**config.mk**
```make
export PLATFORM = sky130hd
export DESIGN_NAME = vtsel_top
export DESIGN_NICKNAME = d
export VERILOG_FILES = /design/src/pkg/vtsel_pkg.sv /design/src/design/vtsel_prio_cell.sv /design/src/design/vtsel_top.sv
export SDC_FILE = /design/constraint.sdc
export NUM_CORES = 1
export LEC_CHECK = 0
export BUFFER_PORTS_ARGS = -buffer_cell sky130_fd_sc_hd__buf_2
export CAP_MARGIN = 20
export CORE_UTILIZATION = 60
export CTS_BUF_LIST = sky130_fd_sc_hd__clkbuf_4 sky130_fd_sc_hd__clkbuf_8
export DETAILED_ROUTE_END_ITERATION = 8
export PLACE_DENSITY = 0.82
export SLEW_MARGIN = 20
export SYNTH_ARGS = -nofsm -noshare
export SYNTH_HDL_FRONTEND = slang
export SYNTH_SLANG_ARGS = --single-unit
```
**constraint.sdc**
```tcl
create_clock -name clk -period 65.2 [get_ports clk]
set_input_delay 19.56 -clock clk [delete_from_list [all_inputs] [get_ports clk]]
set_output_delay 19.56 -clock clk [all_outputs]
set_load 0.02 [all_outputs]
```
**src/pkg/vtsel_pkg.sv**
```systemverilog
// package: register map, bit fields and vector constants
package vtsel_pkg;
    // register word indices on the plain register port
    localparam logic [4:0] ADDR_CTRL1 = 5'h00;
    localparam logic [4:0] ADDR_CTRL2 = 5'h01;
    localparam logic [4:0] ADDR_CTRL3 = 5'h02;
    localparam logic [4:0] ADDR_CTRL4 = 5'h03;
    localparam logic [4:0] ADDR_FLAG0 = 5'h04;
    localparam logic [4:0] ADDR_EN0 = 5'h08;
    localparam logic [4:0] ADDR_PRI0 = 5'h0C;
    localparam logic [4:0] ADDR_STAT = 5'h18;
    localparam int NUM_FE_REGS = 3;
    localparam int NUM_PRI_REGS = 11;
    localparam int NUM_IRQ = 43;
    // int_control_1 fields
    localparam int C1_OSC = 1;
    localparam int C1_STK = 2;
    localparam int C1_ADR = 3;
    localparam int C1_MATH = 4;
    localparam int C1_DIVZ = 6;
    localparam int C1_SFTE = 7;
    localparam int C1_COVE = 8;
    localparam int C1_OVBE = 9;
    localparam int C1_OVAE = 10;
    localparam int C1_COVB = 11;
    localparam int C1_COVA = 12;
    localparam int C1_OVB = 13;
    localparam int C1_OVA = 14;
    // int_control_2 fields
    localparam int C2_ALT_EN = 8;
    localparam int C2_SWTRAP_EN = 13;
    // int_control_3 soft trap causes
    localparam logic [15:0] C3_SOFT_MASK = 16'h8311;
    // int_control_4 fields
    localparam int C4_SWTRAP = 0;
    localparam int C4_DED = 1;
    // vector numbering and addresses
    localparam logic [7:0] VEC_OSC = 8'h00;
    localparam logic [7:0] VEC_ADR = 8'h01;
    localparam logic [7:0] VEC_HARD = 8'h02;
    localparam logic [7:0] VEC_STK = 8'h03;
    localparam logic [7:0] VEC_MATH = 8'h04;
    localparam logic [7:0] VEC_SOFT = 8'h06;
    localparam logic [7:0] VEC_IRQ_BASE = 8'h08;
    localparam logic [23:0] TABLE_OFFSET = 24'h000004;
    localparam logic [23:0] RESET_ADDR = 24'h000000;
    // trap priorities
    localparam logic [3:0] PRI_OSC = 4'hF;
    localparam logic [3:0] PRI_ADR = 4'hE;
    localparam logic [3:0] PRI_HARD = 4'hD;
    localparam logic [3:0] PRI_STK = 4'hC;
    localparam logic [3:0] PRI_MATH = 4'hB;
    localparam logic [3:0] PRI_SOFT = 4'h9;
    // reserved request numbers (vectors 13, 30, 40-42, 47, 50)
    localparam logic [NUM_IRQ-1:0] IRQ_IMPL = 43'h378_FFBF_FFDF;
    // boot segment geometry: one page is 1024 instruction words, 2048 addresses
    localparam int PAGE_SHIFT = 11;
    localparam logic [12:0] BOOT_MIN_PAGES = 13'h0002;
    // states of the vector fetch sequencer
    typedef enum logic [1:0] {VT_IDLE, VT_PRESENT, VT_WAIT} vtsel_state_e;
endpackage

```
**src/design/vtsel_prio_cell.sv**
```systemverilog
// leaf: one request slot, pending test and priority compare against the running best
`timescale 1ns/10ps
module vtsel_prio_cell #(
    parameter int IDW = 6
) (
    input wire logic pending,
    input wire logic [2:0] level,
    input wire logic [IDW-1:0] my_id,
    input wire logic in_valid,
    input wire logic [2:0] in_level,
    input wire logic [IDW-1:0] in_id,
    output logic out_valid,
    output logic [2:0] out_level,
    output logic [IDW-1:0] out_id
);
    // chain runs high id to low; >= hands ties to the lower id
    logic take;
    always_comb begin
        take = pending && (level != 3'h0) && (!in_valid || level >= in_level);
        out_valid = in_valid || take;
        out_level = take ? level : in_level;
        out_id = take ? my_id : in_id;
    end
endmodule

```
**src/design/vtsel_top.sv**
```systemverilog
// main: vector table select, trap causes, peripheral flag/enable/priority map and vector fetch
`timescale 1ns/10ps
module vtsel_top #(
    parameter int NIRQ = vtsel_pkg::NUM_IRQ
) (
    input wire logic clk,
    input wire logic rst,
    input wire logic [4:0] reg_addr,
    input wire logic [15:0] reg_wdata,
    input wire logic reg_wr,
    input wire logic reg_rd,
    output logic [15:0] reg_rdata,
    input wire logic boot_segment_defined,
    input wire logic alt_table_disable_cfg,
    input wire logic [12:0] boot_segment_limit,
    input wire logic boot_segment_protect,
    input wire logic [NIRQ-1:0] irq_req,
    input wire logic osc_fail,
    input wire logic addr_error,
    input wire logic stack_error,
    input wire logic ecc_double_error,
    input wire logic ovf_a,
    input wire logic ovf_b,
    input wire logic cat_ovf_a,
    input wire logic cat_ovf_b,
    input wire logic shift_error,
    input wire logic div_zero,
    input wire logic [15:0] soft_trap_causes,
    input wire logic [2:0] cpu_level,
    input wire logic vec_ack,
    output logic vec_valid,
    output logic vec_is_trap,
    output logic [7:0] vec_num,
    output logic [23:0] vec_addr,
    output logic [23:0] program_counter,
    output logic alt_table_active,
    output logic [23:0] alt_table_base,
    output logic [23:0] alt_upper_half_base,
    output logic table_protect
);
    // ==================================================
    // elaboration checks
    if (NIRQ != vtsel_pkg::NUM_IRQ) begin : g_bad_nirq
        $error("request count must match the mapped table");
    end

    // ==================================================
    // registers
    logic [15:0] int_control_1;
    logic [15:0] int_control_2;
    logic [15:0] int_control_3;
    logic [15:0] int_control_4;
    logic [15:0] int_flag_reg [vtsel_pkg::NUM_FE_REGS];
    logic [15:0] int_enable_reg [vtsel_pkg::NUM_FE_REGS];
    logic [15:0] int_priority_reg [vtsel_pkg::NUM_PRI_REGS];
    vtsel_pkg::vtsel_state_e state;
    logic [15:0] next_ctrl1;
    logic [15:0] next_ctrl4;

    logic wr_c1, wr_c2, wr_c3, wr_c4;
    assign wr_c1 = reg_wr && reg_addr == vtsel_pkg::ADDR_CTRL1;
    assign wr_c2 = reg_wr && reg_addr == vtsel_pkg::ADDR_CTRL2;
    assign wr_c3 = reg_wr && reg_addr == vtsel_pkg::ADDR_CTRL3;
    assign wr_c4 = reg_wr && reg_addr == vtsel_pkg::ADDR_CTRL4;

    // ==================================================
    // trap causes: hardware set wins over a software clear
    logic math_a_en, math_b_en, math_c_en;
    always_comb begin
        math_a_en = int_control_1[vtsel_pkg::C1_OVAE];
        math_b_en = int_control_1[vtsel_pkg::C1_OVBE];
        math_c_en = int_control_1[vtsel_pkg::C1_COVE];
        next_ctrl1 = wr_c1 ? reg_wdata : int_control_1;
        if (osc_fail) next_ctrl1[vtsel_pkg::C1_OSC] = 1'b1;
        if (addr_error) next_ctrl1[vtsel_pkg::C1_ADR] = 1'b1;
        if (stack_error) next_ctrl1[vtsel_pkg::C1_STK] = 1'b1;
        if (ovf_a && math_a_en) next_ctrl1[vtsel_pkg::C1_OVA] = 1'b1;
        if (ovf_b && math_b_en) next_ctrl1[vtsel_pkg::C1_OVB] = 1'b1;
        if (cat_ovf_a && math_c_en) next_ctrl1[vtsel_pkg::C1_COVA] = 1'b1;
        if (cat_ovf_b && math_c_en) next_ctrl1[vtsel_pkg::C1_COVB] = 1'b1;
        if (shift_error && math_c_en) next_ctrl1[vtsel_pkg::C1_SFTE] = 1'b1;
        if (div_zero && math_c_en) next_ctrl1[vtsel_pkg::C1_DIVZ] = 1'b1;
        if ((ovf_a && math_a_en) || (ovf_b && math_b_en)
            || ((cat_ovf_a || cat_ovf_b || shift_error || div_zero) && math_c_en)) begin
            next_ctrl1[vtsel_pkg::C1_MATH] = 1'b1;
        end
    end

    always_comb begin
        next_ctrl4 = wr_c4 ? reg_wdata : int_control_4;
        if (ecc_double_error) next_ctrl4[vtsel_pkg::C4_DED] = 1'b1;
        // software trap request only counts while its enable is set
        if (wr_c4 && reg_wdata[vtsel_pkg::C4_SWTRAP] && !int_control_2[vtsel_pkg::C2_SWTRAP_EN]) begin
            next_ctrl4[vtsel_pkg::C4_SWTRAP] = 1'b0;
        end
    end

    // registers clear on reset, no controller involvement
    always_ff @(posedge clk or posedge rst) begin
        if (rst) begin
            int_control_1 <= 16'h0000;
            int_control_2 <= 16'h0000;
            int_control_3 <= 16'h0000;
            int_control_4 <= 16'h0000;
        end else begin
            int_control_1 <= next_ctrl1;
            int_control_2 <= wr_c2 ? reg_wdata : int_control_2;
            int_control_3 <= ((wr_c3 ? reg_wdata : int_control_3) | soft_trap_causes)
                             & vtsel_pkg::C3_SOFT_MASK;
            int_control_4 <= next_ctrl4;
        end
    end

    // ==================================================
    // peripheral flag / enable / priority map
    logic [vtsel_pkg::NUM_FE_REGS*16-1:0] impl_wide;
    assign impl_wide = {{(vtsel_pkg::NUM_FE_REGS*16-NIRQ){1'b0}}, vtsel_pkg::IRQ_IMPL};
    logic [vtsel_pkg::NUM_FE_REGS*16-1:0] irq_wide;
    assign irq_wide = {{(vtsel_pkg::NUM_FE_REGS*16-NIRQ){1'b0}}, irq_req};

    always_ff @(posedge clk or posedge rst) begin
        if (rst) begin
            for (int r = 0; r < vtsel_pkg::NUM_FE_REGS; r++) begin
                int_flag_reg[r] <= 16'h0000;
                int_enable_reg[r] <= 16'h0000;
            end
        end else begin
            for (int r = 0; r < vtsel_pkg::NUM_FE_REGS; r++) begin
                // set wins over clear; reserved slots stay zero
                int_flag_reg[r] <= (((reg_wr && reg_addr == vtsel_pkg::ADDR_FLAG0 + 5'(r))
                                    ? reg_wdata : int_flag_reg[r])
                                   | irq_wide[r*16 +: 16]) & impl_wide[r*16 +: 16];
                if (reg_wr && reg_addr == vtsel_pkg::ADDR_EN0 + 5'(r)) begin
                    int_enable_reg[r] <= reg_wdata & impl_wide[r*16 +: 16];
                end
            end
        end
    end

    // priority nibble mask keeps bit 3 of each field zero and reserved fields empty
    function automatic logic [15:0] pri_mask(input int r);
        logic [15:0] m;
        m = 16'h0000;
        for (int k = 0; k < 4; k++) begin
            if (r*4 + k < NIRQ && vtsel_pkg::IRQ_IMPL[r*4 + k]) m[k*4 +: 4] = 4'h7;
        end
        return m;
    endfunction

    always_ff @(posedge clk or posedge rst) begin
        if (rst) begin
            for (int r = 0; r < vtsel_pkg::NUM_PRI_REGS; r++) int_priority_reg[r] <= 16'h0000;
        end else begin
            for (int r = 0; r < vtsel_pkg::NUM_PRI_REGS; r++) begin
                if (reg_wr && reg_addr == vtsel_pkg::ADDR_PRI0 + 5'(r)) begin
                    int_priority_reg[r] <= reg_wdata & pri_mask(r);
                end
            end
        end
    end

    // ==================================================
    // peripheral arbitration: chain from highest request down so ties go low
    logic [NIRQ:0] ch_valid;
    logic [2:0] ch_level [NIRQ+1];
    logic [5:0] ch_id [NIRQ+1];
    assign ch_valid[NIRQ] = 1'b0;
    assign ch_level[NIRQ] = 3'h0;
    assign ch_id[NIRQ] = 6'h00;

    genvar g;
    generate
        for (g = 0; g < NIRQ; g++) begin : g_cell
            vtsel_prio_cell #(.IDW(6)) u_cell (
                .pending(int_flag_reg[g/16][g%16] && int_enable_reg[g/16][g%16]),
                .level(int_priority_reg[g/4][(g%4)*4 +: 3]),
                .my_id(6'(g)),
                .in_valid(ch_valid[g+1]),
                .in_level(ch_level[g+1]),
                .in_id(ch_id[g+1]),
                .out_valid(ch_valid[g]),
                .out_level(ch_level[g]),
                .out_id(ch_id[g])
            );
        end
    endgenerate

    // ==================================================
    // trap arbitration by fixed priority
    logic trap_pend;
    logic [7:0] trap_vec;
    logic hard_pend;
    logic soft_pend;
    always_comb begin
        hard_pend = int_control_4[vtsel_pkg::C4_DED]
                    || (int_control_4[vtsel_pkg::C4_SWTRAP] && int_control_2[vtsel_pkg::C2_SWTRAP_EN]);
        soft_pend = |(int_control_3 & vtsel_pkg::C3_SOFT_MASK);
        trap_pend = 1'b1;
        if (int_control_1[vtsel_pkg::C1_OSC]) trap_vec = vtsel_pkg::VEC_OSC;
        else if (int_control_1[vtsel_pkg::C1_ADR]) trap_vec = vtsel_pkg::VEC_ADR;
        else if (hard_pend) trap_vec = vtsel_pkg::VEC_HARD;
        else if (int_control_1[vtsel_pkg::C1_STK]) trap_vec = vtsel_pkg::VEC_STK;
        else if (int_control_1[vtsel_pkg::C1_MATH]) trap_vec = vtsel_pkg::VEC_MATH;
        else if (soft_pend) trap_vec = vtsel_pkg::VEC_SOFT;
        else begin
            trap_vec = vtsel_pkg::VEC_OSC;
            trap_pend = 1'b0;
        end
    end

    // ==================================================
    // table selection
    logic alt_ok;
    logic [23:0] table_base;
    logic [23:0] last_page;
    always_comb begin
        // last page of the segment starts one page below the limit
        last_page = 24'(boot_segment_limit - 13'h0001) << vtsel_pkg::PAGE_SHIFT;
        alt_ok = boot_segment_defined && alt_table_disable_cfg
                 && int_control_2[vtsel_pkg::C2_ALT_EN]
                 && boot_segment_limit >= vtsel_pkg::BOOT_MIN_PAGES;
        table_base = alt_ok ? last_page : 24'h000000;
    end

    always_ff @(posedge clk or posedge rst) begin
        if (rst) begin
            alt_table_active <= 1'b0;
            alt_table_base <= 24'h000000;
            alt_upper_half_base <= 24'h000000;
            table_protect <= 1'b0;
        end else begin
            alt_table_active <= alt_ok;
            alt_table_base <= last_page;
            // second half of the page is not for other content
            alt_upper_half_base <= last_page + (24'h000001 << (vtsel_pkg::PAGE_SHIFT - 1));
            table_protect <= boot_segment_protect;
        end
    end

    // ==================================================
    // vector fetch sequencer; cpu_level masks equal or lower user levels
    logic [7:0] next_vec;
    always_comb begin
        if (trap_pend) next_vec = trap_vec;
        else next_vec = vtsel_pkg::VEC_IRQ_BASE + 8'(ch_id[0]);
    end

    logic irq_go;
    assign irq_go = ch_valid[0] && ch_level[0] > cpu_level;

    always_ff @(posedge clk or posedge rst) begin
        if (rst) begin
            state <= vtsel_pkg::VT_IDLE;
            vec_valid <= 1'b0;
            vec_is_trap <= 1'b0;
            vec_num <= 8'h00;
            vec_addr <= vtsel_pkg::RESET_ADDR;
        end else begin
            case (state)
                vtsel_pkg::VT_IDLE: begin
                    if (trap_pend || irq_go) begin
                        state <= vtsel_pkg::VT_PRESENT;
                        vec_valid <= 1'b1;
                        vec_is_trap <= trap_pend;
                        vec_num <= next_vec;
                        vec_addr <= table_base + vtsel_pkg::TABLE_OFFSET + {15'h0000, next_vec, 1'b0};
                    end
                end
                vtsel_pkg::VT_PRESENT: begin
                    if (vec_ack) begin
                        state <= vtsel_pkg::VT_WAIT;
                        vec_valid <= 1'b0;
                    end
                end
                vtsel_pkg::VT_WAIT: begin
                    // one settle cycle so the cleared flag is seen before rearbitration
                    state <= vtsel_pkg::VT_IDLE;
                end
                default: begin
                    state <= vtsel_pkg::VT_IDLE;
                    vec_valid <= 1'b0;
                end
            endcase
        end
    end

    // program counter forced to zero by reset only
    always_ff @(posedge clk or posedge rst) begin
        if (rst) program_counter <= vtsel_pkg::RESET_ADDR;
        else if (state == vtsel_pkg::VT_PRESENT && vec_ack) program_counter <= vec_addr;
    end

    // ==================================================
    // register read port, data one cycle after strobe
    logic [15:0] rd_mux;
    always_comb begin
        rd_mux = 16'h0000;
        case (reg_addr)
            vtsel_pkg::ADDR_CTRL1: rd_mux = int_control_1;
            vtsel_pkg::ADDR_CTRL2: rd_mux = int_control_2;
            vtsel_pkg::ADDR_CTRL3: rd_mux = int_control_3;
            vtsel_pkg::ADDR_CTRL4: rd_mux = int_control_4;
            vtsel_pkg::ADDR_STAT: rd_mux = {13'h0000, alt_table_active, vec_valid, trap_pend};
            default: begin
                for (int r = 0; r < vtsel_pkg::NUM_FE_REGS; r++) begin
                    if (reg_addr == vtsel_pkg::ADDR_FLAG0 + 5'(r)) rd_mux = int_flag_reg[r];
                    if (reg_addr == vtsel_pkg::ADDR_EN0 + 5'(r)) rd_mux = int_enable_reg[r];
                end
                for (int r = 0; r < vtsel_pkg::NUM_PRI_REGS; r++) begin
                    if (reg_addr == vtsel_pkg::ADDR_PRI0 + 5'(r)) rd_mux = int_priority_reg[r];
                end
            end
        endcase
    end

    always_ff @(posedge clk or posedge rst) begin
        if (rst) reg_rdata <= 16'h0000;
        else reg_rdata <= reg_rd ? rd_mux : 16'h0000;
    end
endmodule

```
[Word-level counts from Yosys, hierarchy flattened]
Index checks and enable logic that the tools add are counted.
Cells by class
  eq/ne operators: 25
  bitwise gates (word level): 16
  order comparisons: 37
  reductions and logical operators: 310
  add/sub/neg operators: 5
  muxes and demuxes: 140
Operators with widths (count)
  $mux W16: 21
  $mux W6: 36
  $and A16 B16 Y16: 9
  $logic_and A1 B1 Y1: 143
  $mux W3: 42
  $reduce_bool A3 Y1: 36
  $ge A3 B3 Y1: 35
  $pmux W16 S5: 1
  $logic_or A1 B1 Y1: 77
  $or A16 B16 Y16: 3
  $mux W4: 11
  $eq A5 B5 Y1 const B: 8
  $logic_not A1 Y1: 36
  $eq A5 B4 Y1 const B: 7
  $add A24 B11 Y24 const B: 1
  $add A24 B3 Y24 const B: 1
  $add A24 B9 Y24: 1
  $mux W24: 1
  $reduce_bool A2 Y1: 12
  $mux W1: 20
  $and A16 B12 Y16: 1
  $and A16 B8 Y16: 1
  $eq A5 B3 Y1 const B: 3
  $mux W15: 1
  other kinds (21): 26
Word-level totals
  output and inout port bits: 124
  bits in registers: 416
  word-level logic and storage cells: 577

[Depth between registers and ports, before layout]
Gate-level depths: netlist of run 1.
  depth in word-level cells: 148
  gate-level depth with buffers: 271

[By module]
A second synthesis of run 1 with hierarchy kept.
Second synthesis, totals
  cell total of the unflattened synthesis: 2439
  area, all modules: 25702.2 µm²
By module, submodules not included
  vtsel_top: times used 1, cells an instance 1450, area an instance 15426.0 µm²
  vtsel_prio_cell: times used 43, cells an instance 23, area an instance 239.0 µm²

[Least setup slack after synthesis of run 1]
OpenSTA, ideal clock, no wires.
  path type: register -> register
  from: reg int_flag_reg[9] (netlist bit)
  to: reg state[0]
  stages on the path, launching flop included: 249
  period minus slack after synthesis: 46.732 ns
  arrival: 46.589 ns
  library setup time: 0.143 ns
  setup slack: 18.468 ns
  path through: dfrtp_1 and3_1 ha_1 nor2b_1 o21ai_0 o21ai_0 mux2_2 ha_1 nor3b_1 o221ai_1 nand2_1 mux2_2 ha_1 nand2b_1 a211oi_1 o22ai_1 nand2_1 mux2_2 [213 not listed] o31ai_1 o21ai_0 o21ai_1 ha_1 nand2b_1 a21oi_1 nor2b_1 o31a_1 clkbuf_1 mux2_2 a21o_1 ha_1 o21a_1 o221ai_1 o31a_1 clkbuf_1 clkbuf_1 o21ai_0
Between the ends
  cells in the longest elaborated chain, start to end: 148
  elaborated cells between the ends (all ways): 218
  classes of those cells: 36 x order compare; 1 x eq/ne; 36 x mux; 145 x reduce/logical
Ends and longest elaborated chain
  from (decl): line vtsel_top.sv:53  | logic [15:0] int_flag_reg [vtsel_pkg::NUM_FE_REGS];
  from (signal, indexed assignment): line vtsel_top.sv:130  | int_flag_reg[r] <= (((reg_wr && reg_addr == vtsel_pkg::ADDR_FLAG0 + 5'(r))
  $logic_and A1 B1 Y1 (*): line vtsel_top.sv:175  | .pending(int_flag_reg[g/16][g%16] && int_enable_reg[g/16][g%16]),
  $logic_and A1 B1 Y1 (*): line vtsel_prio_cell.sv:19  | take = pending && (level != 3'h0) && (!in_valid || level >= in_level);
  $mux W3: line vtsel_prio_cell.sv:21  | out_level = take ? level : in_level;
  $ge A3 B3 Y1: line vtsel_prio_cell.sv:19
  $logic_or A1 B1 Y1: line vtsel_prio_cell.sv:19
  $logic_and A1 B1 Y1: line vtsel_prio_cell.sv:19
  $mux W3 or $logic_or A1 B1 Y1 (tied branches): line vtsel_prio_cell.sv:21, vtsel_prio_cell.sv:20
  $ge A3 B3 Y1 or $logic_not A1 Y1 (tied branches)
  [132 not listed]
  $logic_or A1 B1 Y1: line vtsel_prio_cell.sv:19
  $logic_and A1 B1 Y1: line vtsel_prio_cell.sv:19
  $mux W3: line vtsel_prio_cell.sv:21
  $gt A3 B3 Y1: line vtsel_top.sv:249  | assign irq_go = ch_valid[0] && ch_level[0] > cpu_level;
  $logic_and A1 B1 Y1 (*): line vtsel_top.sv:249
  $logic_or A1 B1 Y1 (*): line vtsel_top.sv:261  | if (trap_pend || irq_go) begin
  $ne A2 B2 Y1 (no line) (*)
  $reduce_and A2 Y1 (no line) (*)
  to (signal assigned): line vtsel_top.sv:253  | state <= vtsel_pkg::VT_IDLE;
  to (signal assigned): line vtsel_top.sv:262  | state <= vtsel_pkg::VT_PRESENT;
  to (signal assigned): line vtsel_top.sv:271  | state <= vtsel_pkg::VT_WAIT;
  to (decl): line vtsel_top.sv:56  | vtsel_pkg::vtsel_state_e state;
Every way passes the cells marked *; elsewhere a longest branch is shown, timed or not.
A chain may end at the register's enable or synchronous reset.

[Final worst setup path of run 1]
  from: reg int_flag_reg[9] (netlist bit)
  to: reg vec_addr[1]
Between the ends
  cells in the longest elaborated chain, start to end: 147
  elaborated cells between the ends (all ways): 256
  classes of those cells: 2 x add/sub; 36 x order compare; 73 x mux; 145 x reduce/logical
Ends and longest elaborated chain
  $logic_and A1 B1 Y1 (*): line vtsel_top.sv:175
  $logic_and A1 B1 Y1 (*): line vtsel_prio_cell.sv:19
  parallel branches: the longest is 145 deep, another holds $ge A3 B3 Y1
  to (signal assigned): line vtsel_top.sv:257  | vec_addr <= vtsel_pkg::RESET_ADDR;
  to (signal assigned): line vtsel_top.sv:266  | vec_addr <= table_base + vtsel_pkg::TABLE_OFFSET + {15'h0000, next_vec, 1'b0};
  to (decl): line vtsel_top.sv:34  | output logic [23:0] vec_addr,
Mark *: on every way between the ends.

==> results.json, run 1 <==
{
  "routed_wl_mm": 72.5,
  "ioPinCount": 238,
  "synth_ff_type": "dfrtp_1",
  "netlist.area_leader.share": 0.388,
  "worstSetupPathType": "register to register",
  "ir_drop_v": 0.0000601,
  "firstDrtPassIters": 8,
  "min_path_type": "register to register",
  "track_usage": 0.413,
  "final_area_um2": 22800,
  "cp-startpoint": "int_flag_reg[9]",
  "rsz0062_at_grt": "no",
  "clockBufferDepth": 3,
  "avgViaCountPerCell": 6.88,
  "synth.area.top_cells": "dfrtp_1, mux2_2, nand2_1",
  "place_hpwl_mm": 52.6,
  "worstReg2RegStart": "int_flag_reg[9]",
  "postCtsSetupRepairBufs": 0,
  "coreArea_um2": 33500,
  "synth_area_um2": 20400,
  "netlist_instances": 2201,
  "fmax_mhz": 18.3,
  "min_delay_path_depth": 2,
  "synth_cell_types": 98,
  "path_max_fanout": 47,
  "design.final.nets": 2561,
  "worst_setup_path_start_kind": "register",
  "cp_data_arrival_time_ps": 55130,
  "ys_ff_latch": 317,
  "final.setup.tns_ps": 0,
  "wl_per_cell_um": 25.4,
  "hold_ws_ps": 468,
  "drc": 0,
  "clock-sinks": 317,
  "die_y_um": 187,
  "critPathCaptureType": "register",
  "crit_path_frequent_cell": "ha_1",
  "post-route-min-period_ps": 54590,
  "maxSlewHeadroom": 0.203,
  "drv_slew": 0,
  "gp_congestion": 1.06,
  "hold_viol_final": 0,
  "drv_cap": 0,
  "yosysTopAreaCell": "dfrtp_1",
  "power-per-cell-area_nw_per_um2": 67.1,
  "num_rows": 67,
  "cts_hold_buf": 0,
  "worstPathRequired_ps": 65740,
  "setup_violations": 0,
  "antenna_found_initial": 5,
  "overflow": 0,
  "outcome": "finished, final reports clean",
  "ant_nets": 0,
  "clk_latency_ps": 680,
  "fp.dieW_um": 187,
  "grt_max_degree": 116,
  "critPathSlowestCell": "a31oi_1",
  "dpl-instance-area_um2": 21500,
  "power_leakage_nw": 10.6,
  "h-tree-depth": 2,
  "worstHoldStart": "program_counter[3]",
  "cts_buffers": 54,
  "ctsResizeCount": 0,
  "synth-edff-count": 0,
  "fin_crit_sh": 0.837,
  "die_area_um2": 34800,
  "grt_pass1_wl_mm": 110,
  "synthToLayoutAreaGrowth_pct": 11.8,
  "clkTransAtPathRegs_ps": 60,
  "dr.first_iter.drc_count": 2369,
  "grt_pass1_vias": 18700,
  "tightest_slew_ps": 1180,
  "tritoncts": "done",
  "worstPathBufferInverterCount": 7,
  "ff2ff_path_depth": 246,
  "ys_async_sr_fraction": 1.00,
  "cpLargestDelayFamily": "compound AO/OA/AOI/OAI gates",
  "skew_ps": 52.5,
  "slowest_delay_ps": 620,
  "start_util": 0.609,
  "routed-via-count": 19700,
  "synth.yosys.seq_area_share": 0.388,
  "postSynthAreaPerCell_um2": 9.28,
  "largest_register_ffs": 108,
  "placement.io_buffers": 191,
  "ctsRootBufferMaster": "clkbuf_8",
  "path_depth": 246,
  "yosysWarnings": 0,
  "final_layout_size_suffix_gt1_frac": 0.220
}
[cells by family (layout without fill, tap and decap cells)]
group           Yosys count  after routing  share of synthesized area
flops                   317            317                      0.388
simple gates            763            763                      0.179
fa+ha+maj                88             88                     0.0535
buf+inv                 210            388                     0.0464
mux                     194            194                      0.106
compound gates          614            614                      0.221
xor+xnor                 13             13                    0.00557
other cells               2             32                   0.000368
[stage by stage]
stage,total power [W],utilization,std cells,setup slack [ps]
6_report,0.00153,0.681,2857,10610
3_3_place_gp,0.00125,0.641,2753,12890
4_1_cts,0.00151,0.681,2853,11360
2_1_floorplan,0.00103,-,2228,18470
5_1_grt,0.00166,0.681,2857,6360
3_5_place_dp,0.00128,0.641,2753,11760
[cells in the mapped netlist, drive strengths merged, types with 14 or more instances]
| library cell | count |
|---|---|
| ha | 85 |
| and2 | 26 |
| and3 | 28 |
| o311ai | 31 |
| a31oi | 39 |
| inv | 84 |
| a21oi | 76 |
| o211ai | 28 |
| a222oi | 14 |
| clkbuf | 78 |
| a221oi | 21 |
| nor2 | 128 |
| dfrtp | 317 |
| a22oi | 34 |
| nand2b | 43 |
| nand2 | 336 |
| nand3 | 51 |
| a21o | 27 |
| nand3b | 42 |
| o21a | 15 |
| nor2b | 25 |
| buf | 48 |
| mux2 | 180 |
| a211o | 14 |
| o22ai | 14 |
| a211oi | 16 |
| nor3 | 26 |
| o21ai | 133 |
| o311a | 29 |
| mux2i | 14 |
[worst reg2reg max path, delay by kind of cell (launching register included)]
family,cells,cell delay [ps]
flops,1,520
compound gates,105,25640
buf+inv,7,960
mux,9,3120
fa+ha+maj,38,10700
simple gates,87,13600
[worst paths after layout]
| path | end | slack [ps] |
|---|---|---|
| max | vec_addr[1] | 10610 |
| min | program_counter[3] | 470 |
| max reg2reg | vec_addr[1] | 10610 |
| min reg2reg | program_counter[3] | 470 |
| max in group asynchronous | int_priority_reg[16] | 43840 |
| min in group asynchronous | int_priority_reg[154] | 19010 |
[power breakdown]
group / internal (W) / switching, W / total, W / leakage, nW
combinational: 0.000414 / 0.000624 / 0.00104 / 6.08
sequential: 0.000231 / 0.0000469 / 0.000278 / 3.87
clock: 0.000127 / 0.0000901 / 0.000217 / 0.700
total: 0.000771 / 0.000761 / 0.00153 / 10.6
[placed cells by master, fill, tap and decap left out, drive strengths merged, types with 26 or more instances in the layout]
cell type,synthesis,final
nor3,26,26
a22oi,34,34
nor2,128,128
a21o,27,27
mux2,180,180
o211ai,28,28
o21ai,133,133
nand2,336,336
a31oi,39,39
and3,28,28
o311a,29,29
a21oi,76,76
and2,26,26
ha,85,85
nand3,51,51
o311ai,31,31
nand2b,43,43
inv,84,87
buf,48,203
clkbuf,78,80
dfrtp,317,317
nand3b,42,42
conb,2,29
[layout make-up]
type	instances	area (µm²)
fill	2648	10700
timing repair buffer	204	1050
sequential	317	7930
clock buffer	79	1030
clock inverter	21	288
inverter	84	323
antenna	3	7.51
multi-input combinational	1701	11700
tap	448	561
[metal layers]
layer | wire length (µm) | share of wire | GRT usage | vias to the layer above
met3 | 8650 | 0.12 | 0.116 | 316
li1 | - | - | - | 8480
met1 | 27500 | 0.38 | 0.538 | 9551
met4 | 4550 | 0.063 | 0.216 | 4
met5 | 34 | 0.00047 | 0 | -
met2 | 31700 | 0.44 | 0.630 | 1299
(Power assumes the default switching activity.)
==> inputs of run 2 (changes only) <==
--- a/config.mk
+++ b/config.mk
@@ -7,10 +7,10 @@
 export LEC_CHECK = 0
 export BUFFER_PORTS_ARGS = -buffer_cell sky130_fd_sc_hd__buf_2
 export CAP_MARGIN = 20
-export CORE_UTILIZATION = 60
+export CORE_UTILIZATION = 55
 export CTS_BUF_LIST = sky130_fd_sc_hd__clkbuf_4 sky130_fd_sc_hd__clkbuf_8
 export DETAILED_ROUTE_END_ITERATION = 8
-export PLACE_DENSITY = 0.82
+export PLACE_DENSITY = 0.79
 export SLEW_MARGIN = 20
 export SYNTH_ARGS = -nofsm -noshare
 export SYNTH_HDL_FRONTEND = slang
==> constraint.sdc (replaced) <==
create_clock -name clk -period 44.6 [get_ports clk]
set_input_delay 13.38 -clock clk [delete_from_list [all_inputs] [get_ports clk]]
set_output_delay 13.38 -clock clk [all_outputs]
set_load 0.02 [all_outputs]
==> run 2 against run 1 <==
Net effect:
- the run now ends with setup timing left
- critical path depth rose by 13
- first-iteration DRC count increased by 9.6%
- sequential share of layout area is 6.4 points lower
- die area is 9.0% higher
- utilization rose by 8.3 points
- non-clock buffer count is 415 higher
- cell area up 22%
- clock skew down 9.5 ps
- flip-flop and latch count did not move
- critical path type unchanged
- highest routed layer unchanged
==> results.json, run 2 (synthesis gave the netlist of run 1 again) <==
{
  "cp_data_arrival_time_ps": 46570,
  "skew_ps": 43.0,
  "routed-via-count": 22400,
  "final.setup.tns_ps": -39570,
  "drc": 0,
  "worstPathRequired_ps": 45160,
  "hold_viol_final": 0,
  "drv_slew": 0,
  "num_rows": 70,
  "ioPinCount": 238,
  "synthToLayoutAreaGrowth_pct": 36.9,
  "final_cell_mix": "buf_4, dfrtp_1, nand2_1",
  "utilization": 0.764,
  "grt_pass1_vias": 21500,
  "gp_congestion": 1.02,
  "routed_wl_mm": 86.8,
  "place_ws_ps": -2460,
  "post-route-min-period_ps": 46000,
  "holdPathEnd": "program_counter[16]",
  "h-tree-depth": 2,
  "path_max_fanout": 7,
  "clockBufferDepth": 3,
  "fillerInstances": 2280,
  "crit_path_frequent_cell": "nand2b_4",
  "antenna_found_initial": 5,
  "outcome": "complete, but fails checks",
  "violations": "setup timing",
  "critPathSlowestCell": "or4b_4",
  "min_delay_path_depth": 2,
  "fin_crit_sh": 1.03,
  "tightest_slew_ps": 1180,
  "layout_setup_ws_ps": -1400,
  "seq_area_um2": 7930,
  "clkTransAtPathRegs_ps": 70,
  "coreArea_um2": 36600,
  "dr.first_iter.drc_count": 2596,
  "placement.io_buffers": 191,
  "avgViaCountPerCell": 6.82,
  "worstHoldStart": "program_counter[16]",
  "worstReg2RegStart": "int_flag_reg[9]",
  "ant_nets": 0,
  "rsz0062_at_grt": "yes",
  "min_path_type": "register to register",
  "fp.dieW_um": 195,
  "critPathCaptureType": "register",
  "largest_register_ffs": 108,
  "ctsRootBufferMaster": "clkbuf_8",
  "slowest_delay_ps": 540,
  "grt_max_degree": 105,
  "die_y_um": 195,
  "clk_latency_ps": 670,
  "ff2ff_path_depth": 259,
  "track_usage": 0.426,
  "overflow": 0,
  "grt_pass1_wl_mm": 124,
  "reg2reg_to": "vec_addr[12]",
  "start_util": 0.558,
  "design.final.nets": 2973,
  "cts_buffers": 51,
  "firstDrtPassIters": 8,
  "worstSetupPathType": "register to register",
  "drv_cap": 0,
  "die_area_um2": 37900,
  "clock-sinks": 317,
  "multi_input_area_um2": 13700,
  "worst-r2r-setup-slack_ps": -1400,
  "fmax_mhz": 21.7,
  "place_hpwl_mm": 56.6,
  "setup_violations": 30,
  "wl_per_cell_um": 26.4,
  "final_common_cell": "buf_4",
  "hold_ws_ps": 474,
  "tritoncts": "done",
  "maxSlewHeadroom": 0.209,
  "worst_setup_path_start_kind": "register",
  "final_layout_size_suffix_gt1_frac": 0.438
}
run 2: changes by cell type in the layout (fill, tap and decap cells not counted), sizes merged:
| cell | change |
|---|---|
| diode | +1 |
| clkinv | -3 |
| bufinv | -5 |
| inv | -1 |
| clkbuf | -1 |
| buf | +414 |
| clkinvlp | +1 |
run 2: what timing repair did:
item / 4_1_cts / 5_1_grt
endpoints found under the setup margin: 30 / 30
hold buffers: 0 / 0
pin swaps: 139 / 143
gates resized for setup: 232 / 185
gates cloned: 1 / 0
buffers inserted: 102 / 45
run 2: critical path, delay by kind of cell (launching register included):
family	cells	cell delay, ps
buffers and inverters	20	2370
AND/OR/NAND/NOR	87	12060
AO/OA/AOI/OAI	106	18330
multiplexers	7	2080
adder cells (fa/ha/maj)	39	10480
flip-flops	1	420
run 2: worst max-delay path by stage:
| stage | start | endpoint | slack (ps) | cells past startpoint |
|---|---|---|---|---|
| floorplan | int_flag_reg[9] | vec_addr[1] | 20 | 248 |
| global placement | int_flag_reg[9] | vec_addr[19] | -1380 | 246 |
| detailed placement | int_flag_reg[9] | vec_addr[12] | -2460 | 247 |
| CTS | int_flag_reg[9] | vec_num[3] | 10 | 256 |
| global route | int_priority_reg[5] | vec_addr[12] | -3250 | 258 |
| finish | int_flag_reg[9] | vec_addr[12] | -1400 | 259 |
run 2: area by class of cell:
cell class                      count  share of cell area
Inverter                           84              0.0115
Clock buffer                       77              0.0339
Multi-Input combinational cell   1701               0.490
Antenna cell                        4            0.000358
Sequential cell                   317               0.284
Tap cell                          468              0.0209
Clock inverter                     13             0.00452
Timing Repair Buffer              619               0.156
run 2: stage by stage:
step	cells	area, µm²
global placement	3043	23800
finish	3283	28000
CTS	3234	26700
floorplan	2228	20700
detailed placement	3043	23800
global route	3282	28000
run 2: metal layers:
metal  global-route usage  vias up  routed length [µm]
li1                     -     9288                   -
met1                0.534    10900               30700
met2                0.673     1655               39600
met3                0.111      528               10200
met4                0.228        4                6290
met5                    0        -                  27
Power of run 2 is not shown: default switching activity piles up to over one toggle a cycle in this logic, so the estimate is an artifact.
